## config.mk

```make
export PLATFORM = sky130hd
export DESIGN_NAME = bus_cmd_ctrl
export DESIGN_NICKNAME = d
export VERILOG_FILES = /design/src/verilog/bus_cmd_pkg.sv /design/src/verilog/bus_cmd_ctrl.sv
export SDC_FILE = /design/constraint.sdc
export NUM_CORES = 1
export LEC_CHECK = 0
export ABC_AREA = 1
export BUFFER_PORTS_ARGS = -buffer_cell sky130_fd_sc_hd__buf_4
export CORE_MARGIN = 3
export CORE_UTILIZATION = 50
export CTS_CLUSTER_DIAMETER = 30
export CTS_CLUSTER_SIZE = 16
export DETAILED_ROUTE_END_ITERATION = 12
export PLACE_DENSITY_LB_ADDON = 0.15
export SLEW_MARGIN = 20
export SYNTH_ARGS = -nofsm -noshare
export SYNTH_HDL_FRONTEND = slang
export SYNTH_SLANG_ARGS = --single-unit
```

## constraint.sdc

```tcl
create_clock -name clock -period 1.3 [get_ports clock]
set_input_delay 0.26 -clock clock [delete_from_list [all_inputs] [get_ports clock]]
set_output_delay 0.26 -clock clock [all_outputs]
set_load 0.005 [all_outputs]
```

## src/verilog/bus_cmd_pkg.sv

```systemverilog
// constants and types for the status-driven bus command controller
package bus_cmd_pkg;
  // cycle status codes on the three status lines (s2 s1 s0)
  localparam logic [2:0] ST_INTERRUPT_ACKNOWLEDGE_COMMAND = 3'h0;
  localparam logic [2:0] ST_IORD = 3'h1;
  localparam logic [2:0] ST_IOWR = 3'h2;
  localparam logic [2:0] ST_HALT = 3'h3;
  localparam logic [2:0] ST_FETCH = 3'h4;
  localparam logic [2:0] ST_MEMRD = 3'h5;
  localparam logic [2:0] ST_MEMWR = 3'h6;
  localparam logic [2:0] ST_PASSIVE = 3'h7;
  // status bit that separates memory from i/o
  localparam int MEM_IO_BIT = 2;
  // transceiver direction levels
  localparam logic DIR_TRANSMIT = 1'b1;
  localparam logic DIR_RECEIVE = 1'b0;

  typedef enum logic [2:0] {
    PH_IDLE,
    PH_T1,
    PH_T2,
    PH_T3,
    PH_T4
  } phase_type;

  typedef enum logic [2:0] {
    K_NONE,
    K_READ,
    K_WRITE,
    K_INTERRUPT_ACKNOWLEDGE_COMMAND,
    K_HALT
  } kind_type;
endpackage

```

## src/verilog/bus_cmd_ctrl.sv

```systemverilog
// status-driven bus command controller, one clock per bus T state
// What this block does
// - leaving passive status starts cycle, strobe in T1
// - address strobe ends at T2 rising edge
// - separate memory/io reads, T2 to T4
// - read: receive direction T1, enable from T2
// - direction back to transmit at T4
// - advanced write one clock before normal
// - acknowledge cycles drive like a read
// - non-io mode: cascade enable in acknowledge, T1
// - cascade enable outlasts the address strobe
// - io mode: pin is peripheral enable, io local
// - io mode: peripheral enable for io only
// - third status line marks memory versus io
// - halt code: strobe pulse, no command
module bus_cmd_ctrl
  import bus_cmd_pkg::*;
(
  // clock and reset
  input wire logic clock,
  input wire logic rst_n,
  // processor side
  input wire logic [2:0] cycle_status_lines,
  input wire logic ready,
  // strap
  input wire logic io_bus_strap_mode,
  // latch strobe
  output logic address_strobe,
  // commands, active low
  output logic mem_read_cmd_n,
  output logic io_read_cmd_n,
  output logic mem_write_cmd_n,
  output logic io_write_cmd_n,
  output logic adv_mem_write_cmd_n,
  output logic adv_io_write_cmd_n,
  output logic interrupt_acknowledge_command_n,
  // transceiver control
  output logic transceiver_direction,
  output logic transceiver_enable,
  output logic cascade_or_peripheral_enable_pin,
  // memory versus io early indication
  output logic io_cycle
);

  // cycle tracking state
  phase_type phase_r;
  phase_type phase_nxt;
  kind_type kind_r;
  kind_type kind_nxt;
  logic is_io_r;
  logic is_io_nxt;
  logic iob_r;
  logic [2:0] status_prev_r;
  logic start;
  logic is_io_now;
  // phase windows for the outputs
  logic strobe_nxt;
  logic cmd_win;
  logic norm_win;
  logic xcv_win;
  // per-output next values
  logic mem_read_nxt;
  logic io_read_nxt;
  logic adv_mem_write_nxt;
  logic adv_io_write_nxt;
  logic mem_write_nxt;
  logic io_write_nxt;
  logic ack_nxt;
  // transceiver helpers
  logic rx_kind;
  logic rx_win;
  logic en_active;
  logic sys_en;
  logic per_en;
  logic casc_first;
  logic casc_hold;
  logic casc_en;

  // cycle starts when status leaves passive
  assign start = (status_prev_r == ST_PASSIVE) && (cycle_status_lines != ST_PASSIVE);
  // memory/io decided by third status line; acknowledge counts as io
  assign is_io_now = ~cycle_status_lines[MEM_IO_BIT];

  // last sampled status, for the passive-exit edge
  always_ff @(posedge clock) begin
    if (!rst_n) begin
      status_prev_r <= ST_PASSIVE;
    end else begin
      status_prev_r <= cycle_status_lines;
    end
  end

  // strap caught in the clocked domain
  always_ff @(posedge clock) begin
    if (!rst_n) begin
      iob_r <= 1'b0;
    end else if (phase_r == PH_IDLE) begin
      iob_r <= io_bus_strap_mode;
    end
  end

  // next phase and latched cycle kind
  always_comb begin
    phase_nxt = phase_r;
    kind_nxt = kind_r;
    is_io_nxt = is_io_r;
    case (phase_r)
      PH_IDLE, PH_T4: begin
        if (start) begin
          phase_nxt = PH_T1;
          is_io_nxt = is_io_now;
          case (cycle_status_lines)
            ST_INTERRUPT_ACKNOWLEDGE_COMMAND: kind_nxt = K_INTERRUPT_ACKNOWLEDGE_COMMAND;
            ST_IORD, ST_MEMRD, ST_FETCH: kind_nxt = K_READ;
            ST_IOWR, ST_MEMWR: kind_nxt = K_WRITE;
            ST_HALT: kind_nxt = K_HALT;
            default: kind_nxt = K_NONE;
          endcase
        end else begin
          phase_nxt = PH_IDLE;
          kind_nxt = K_NONE;
        end
      end
      PH_T1: phase_nxt = (kind_r == K_HALT) ? PH_IDLE : PH_T2;
      PH_T2: phase_nxt = PH_T3;
      PH_T3: phase_nxt = ready ? PH_T4 : PH_T3;
      default: phase_nxt = PH_IDLE;
    endcase
  end

  // bus phase
  always_ff @(posedge clock) begin
    if (!rst_n) begin
      phase_r <= PH_IDLE;
    end else begin
      phase_r <= phase_nxt;
    end
  end

  // kind latched at cycle start, mid-cycle status ignored
  always_ff @(posedge clock) begin
    if (!rst_n) begin
      kind_r <= K_NONE;
    end else begin
      kind_r <= kind_nxt;
    end
  end

  // memory versus io of the running cycle
  always_ff @(posedge clock) begin
    if (!rst_n) begin
      is_io_r <= 1'b0;
    end else begin
      is_io_r <= is_io_nxt;
    end
  end

  // strobe high only during T1, dropped at its end edge
  assign strobe_nxt = (phase_nxt == PH_T1);
  // read-style window: T2 through wait states, off after T4 starts
  assign cmd_win = (phase_nxt == PH_T2) || (phase_nxt == PH_T3);
  assign norm_win = (phase_nxt == PH_T3);
  assign xcv_win = cmd_win;

  // command decode, active high here
  assign mem_read_nxt = cmd_win && (kind_nxt == K_READ) && !is_io_nxt;
  assign io_read_nxt = cmd_win && (kind_nxt == K_READ) && is_io_nxt;
  assign adv_mem_write_nxt = cmd_win && (kind_nxt == K_WRITE) && !is_io_nxt;
  assign adv_io_write_nxt = cmd_win && (kind_nxt == K_WRITE) && is_io_nxt;
  assign mem_write_nxt = norm_win && (kind_nxt == K_WRITE) && !is_io_nxt;
  assign io_write_nxt = norm_win && (kind_nxt == K_WRITE) && is_io_nxt;
  assign ack_nxt = cmd_win && (kind_nxt == K_INTERRUPT_ACKNOWLEDGE_COMMAND);

  // receive from T1 until the T4 edge
  assign rx_kind = (kind_nxt == K_READ) || (kind_nxt == K_INTERRUPT_ACKNOWLEDGE_COMMAND);
  assign rx_win = rx_kind && ((phase_nxt == PH_T1) || cmd_win);
  assign en_active = xcv_win && (kind_nxt != K_HALT) && (kind_nxt != K_NONE);
  // io mode: io (incl. acknowledge) goes to the local peripheral enable
  assign sys_en = en_active && !(iob_r && is_io_nxt);
  assign per_en = en_active && is_io_nxt;
  // cascade enable through T1 and one cycle past the strobe fall
  assign casc_first = (phase_nxt == PH_T1);
  assign casc_hold = (phase_nxt == PH_T2) && (phase_r == PH_T1);
  assign casc_en = (kind_nxt == K_INTERRUPT_ACKNOWLEDGE_COMMAND) && (casc_first || casc_hold);

  // latch strobe
  always_ff @(posedge clock) begin
    if (!rst_n) begin
      address_strobe <= 1'b0;
    end else begin
      address_strobe <= strobe_nxt;
    end
  end

  // memory read
  always_ff @(posedge clock) begin
    if (!rst_n) begin
      mem_read_cmd_n <= 1'b1;
    end else begin
      mem_read_cmd_n <= ~mem_read_nxt;
    end
  end

  // io read
  always_ff @(posedge clock) begin
    if (!rst_n) begin
      io_read_cmd_n <= 1'b1;
    end else begin
      io_read_cmd_n <= ~io_read_nxt;
    end
  end

  // advanced memory write
  always_ff @(posedge clock) begin
    if (!rst_n) begin
      adv_mem_write_cmd_n <= 1'b1;
    end else begin
      adv_mem_write_cmd_n <= ~adv_mem_write_nxt;
    end
  end

  // advanced io write
  always_ff @(posedge clock) begin
    if (!rst_n) begin
      adv_io_write_cmd_n <= 1'b1;
    end else begin
      adv_io_write_cmd_n <= ~adv_io_write_nxt;
    end
  end

  // normal memory write, one clock behind the advanced one
  always_ff @(posedge clock) begin
    if (!rst_n) begin
      mem_write_cmd_n <= 1'b1;
    end else begin
      mem_write_cmd_n <= ~mem_write_nxt;
    end
  end

  // normal io write
  always_ff @(posedge clock) begin
    if (!rst_n) begin
      io_write_cmd_n <= 1'b1;
    end else begin
      io_write_cmd_n <= ~io_write_nxt;
    end
  end

  // acknowledge command
  always_ff @(posedge clock) begin
    if (!rst_n) begin
      interrupt_acknowledge_command_n <= 1'b1;
    end else begin
      interrupt_acknowledge_command_n <= ~ack_nxt;
    end
  end

  // transceiver direction
  always_ff @(posedge clock) begin
    if (!rst_n) begin
      transceiver_direction <= DIR_TRANSMIT;
    end else begin
      transceiver_direction <= rx_win ? DIR_RECEIVE : DIR_TRANSMIT;
    end
  end

  // system transceiver enable
  always_ff @(posedge clock) begin
    if (!rst_n) begin
      transceiver_enable <= 1'b0;
    end else begin
      transceiver_enable <= sys_en;
    end
  end

  // shared pin, meaning set by the strap
  always_ff @(posedge clock) begin
    if (!rst_n) begin
      cascade_or_peripheral_enable_pin <= 1'b0;
    end else begin
      cascade_or_peripheral_enable_pin <= iob_r ? per_en : casc_en;
    end
  end

  // early io indication
  always_ff @(posedge clock) begin
    if (!rst_n) begin
      io_cycle <= 1'b0;
    end else begin
      io_cycle <= (phase_nxt != PH_IDLE) && is_io_nxt;
    end
  end

endmodule // bus_cmd_ctrl

```

==> impl_metrics.env <==
export IMPL_p_leak_nw=0.510
export IMPL_r2r_slack_ns=0.02
export IMPL_die_area_um2=2380
export IMPL_viasPerCell=5.00
export IMPL_powerDensity_nw_per_um2=1180
export IMPL_seqCellArea_um2=465
export IMPL_nets=137
export IMPL_gr_total_overflow=0
export IMPL_drv_slew=0
export IMPL_syn_area_um2=916
export IMPL_worstHoldStart="rst_n"
export IMPL_cp_arrival_ns=1.49
export IMPL_cts_root_buf="clkbuf_4"
export IMPL_vias=765
export IMPL_grt_max_degree=14
export IMPL_p_seq_share_pct=55.1
export IMPL_clk_latency_ns=0.30
export IMPL_worstMarginPinSlew_ns=0.459
export IMPL_setup_viol=0
export IMPL_drive_gt1_share_pct=41.9
export IMPL_core_area_um2=1610
export IMPL_crit_family="simple AND/OR/NAND/NOR gates"
export IMPL_ctsLongestPathBuffers=2
export IMPL_routedWlPerCell_um=12.2
export IMPL_ff2ff_path_depth=5
export IMPL_clock_skew_ns=0.00399
export IMPL_cts_num_sinks=23
export IMPL_fp_dieH_um=48.8
export IMPL_drt_iter0_drc=7
export IMPL_num_rows=14
export IMPL_cts_tree="yes"
export IMPL_timing_rr_start="status_prev_r[0]"
export IMPL_postRouteAntennaNets=0
export IMPL_syn_inst=105
export IMPL_status="complete, no violations"
export IMPL_area_growth_synth_to_final_pct=29.2
export IMPL_switching_power_uw=423
export IMPL_p_clk_share_pct=23.2
export IMPL_yosysWarnings=0
export IMPL_rsz0062_at_grt="yes"
export IMPL_slowest_delay_ns=0.40
export IMPL_p_int_uw=974
export IMPL_final_area_um2=1180
export IMPL_initial_core_util_pct=56.8
export IMPL_grt_pass1_vias=736
export IMPL_maxCapViolCount=0
export IMPL_syn_nets=112
export IMPL_hold_path_depth=2
export IMPL_track_usage_pct=16.3
export IMPL_diodes=0
export IMPL_finalHoldViolations=0
export IMPL_post_synth_num_cell_types=24
export IMPL_antenna_found_initial=0
export IMPL_fmax_ghz=0.779
export IMPL_place_congestion=0.814
export IMPL_fin_crit_ns=1.28
export IMPL_top_level_ports=19
export IMPL_cts_made_buffers=3
export IMPL_ys_ff_latch=23
export IMPL_clkSlewWorstSetupHoldPaths_ns=0.13
export IMPL_pwr_share_comb_pct=21.6
export IMPL_crit_fanout=2
export IMPL_cp_num_buf_inv=0
export IMPL_critPathKind="flip-flop to flip-flop"
export IMPL_cp_start_kind="flip-flop"
export IMPL_die_x_um=48.8
export IMPL_numPortBuffers=18
export IMPL_finalCritPeriodShare_pct=98.8
export IMPL_final_cells=153
export IMPL_drt_wl_total_mm=1.87
export IMPL_netSwitchingFraction_pct=30.3
export IMPL_dp_hpwl_mm=1.30
export IMPL_crit_required_ns=1.51
export IMPL_htree_levels=1
export IMPL_multi_input_area_um2=462
export IMPL_hold_class="input pin to flip-flop"
export IMPL_power_mw=1.40
export IMPL_relSlewSlack_pct=69.4
export IMPL_reg2reg_to="io_read_cmd_n"
export IMPL_crit_chain="nand4_1 > o21bai_1 > nand2_2 > nor3_2 > nand2_1"
export IMPL_dp_cells=146
export IMPL_grt_pass1_wl_mm=3.10
export IMPL_ys_seq_area_share_pct=50.3
export IMPL_syn_area_per_cell_um2=8.72
export IMPL_drc=0
export IMPL_fill_cells=127
export IMPL_critPathSlowestCell="dfxtp_1"
export IMPL_vdd_drop_max_uv=789
export IMPL_drt_pass1_iterations=4
export IMPL_end_kind="flip-flop"
export IMPL_whs_endpoint="status_prev_r[0]"
export IMPL_dpl_cell_area_um2=1080
worst reg2reg max path, cell delays in order, from the launching register on:
cell	delay, ns
dfxtp_1	0.40
nand4_1	0.15
o21bai_1	0.24
nand2_2	0.11
nor3_2	0.22
nand2_1	0.07
cell type report:
cell class              instances  area share (%)
clock buffers                   3            1.90
clock inverters                 1           0.423
inverters                      11            3.49
multi-input cells              70            39.0
flip-flops and latches         23            39.3
well taps                      24            2.54
repair buffers                 21            13.3
cells by family after synthesis:
| family | synth area share, % |
|---|---|
| flops | 50.3 |
| simple gates | 37.0 |
| buf+inv | 4.92 |
| compound gates | 7.79 |
sequential cells by signal, indices dropped and copies added (netlist names):
signal / cells
kind_r: 3
phase_r: 3
status_prev_r: 3
address_strobe: 1
adv_io_write_cmd_n: 1
adv_mem_write_cmd_n: 1
cascade_or_peripheral_enable_pin: 1
interrupt_acknowledge_command_n: 1
io_cycle: 1
io_read_cmd_n: 1
io_write_cmd_n: 1
iob_r: 1
is_io_r: 1
mem_read_cmd_n: 1
mem_write_cmd_n: 1
transceiver_direction: 1
transceiver_enable: 1
synth_stat cells (all sizes together):
master	count	area [um^2]
clkbuf	1	3.75
o21ai	2	10.0
o211ai	1	7.51
nand3	11	87.6
nand2	28	135
inv	11	41.3
a21oi	4	31.3
nor2	15	77.6
nand4	3	18.8
o21bai	1	7.51
o21a	1	7.51
dfxtp	23	460
nor3	3	20.0
a21boi	1	7.51
metal layers:
layer	global-route usage [%]	up-vias	routed length, um
met5	0	-	0
met4	5.69	0	42
met3	4.89	4	93
met2	26.9	17	955
met1	20.0	355	777
li1	-	389	-
cell usage in the layout (no fill, tap or decap), drive strengths merged, types with 2 or more instances in the layout:
cell     n
nand4    3
a21oi    4
nand3   11
buf     21
inv     11
nor2    15
clkbuf   3
nand2   28
o21ai    2
dfxtp   23
nor3     3
worst max-delay path by stage:
stage                      from              end  slack, ns  depth (start not counted)
2_1_floorplan        phase_r[0]   io_write_cmd_n       0.13                          8
3_3_place_gp         phase_r[1]  mem_write_cmd_n       0.03                          8
3_5_place_dp         phase_r[1]  mem_write_cmd_n       0.03                          8
4_1_cts              phase_r[1]  mem_write_cmd_n     -0.008                          8
5_1_grt        status_prev_r[0]   mem_read_cmd_n      -0.06                          5
6_report       status_prev_r[0]    io_read_cmd_n       0.02                          5
stage by stage:
step	setup TNS, ns	setup WS [ns]	hold slack (ns)	utilization, %
3_5_place_dp	0	0.0252	0.474	66.8
4_1_cts	-0.00924	-0.00763	0.146	68.6
3_3_place_gp	0	0.0316	0.471	66.8
5_1_grt	-0.245	-0.0608	0.145	73.4
6_report	0	0.0158	0.145	73.4
2_1_floorplan	0	0.130	0.329	-
power by group through the flow:
stage          Sequential, mW  Clock [mW]  Combinational (mW)
3_3_place_gp            0.781           0               0.255
3_5_place_dp            0.782           0               0.257
4_1_cts                 0.766       0.325               0.261
6_report                0.770       0.325               0.302
5_1_grt                 0.775       0.356               0.331
2_1_floorplan           0.779           0               0.185
timing repair:
item | 4_1_cts | 5_1_grt
hold buffers | 0 | 0
pin swaps | 0 | 10
gates cloned | 0 | 0
resized for setup | 0 | 16
setup endpoints to repair | 2 | 12
setup buffers | 0 | 3
Power figures use the tool's default switching activity.
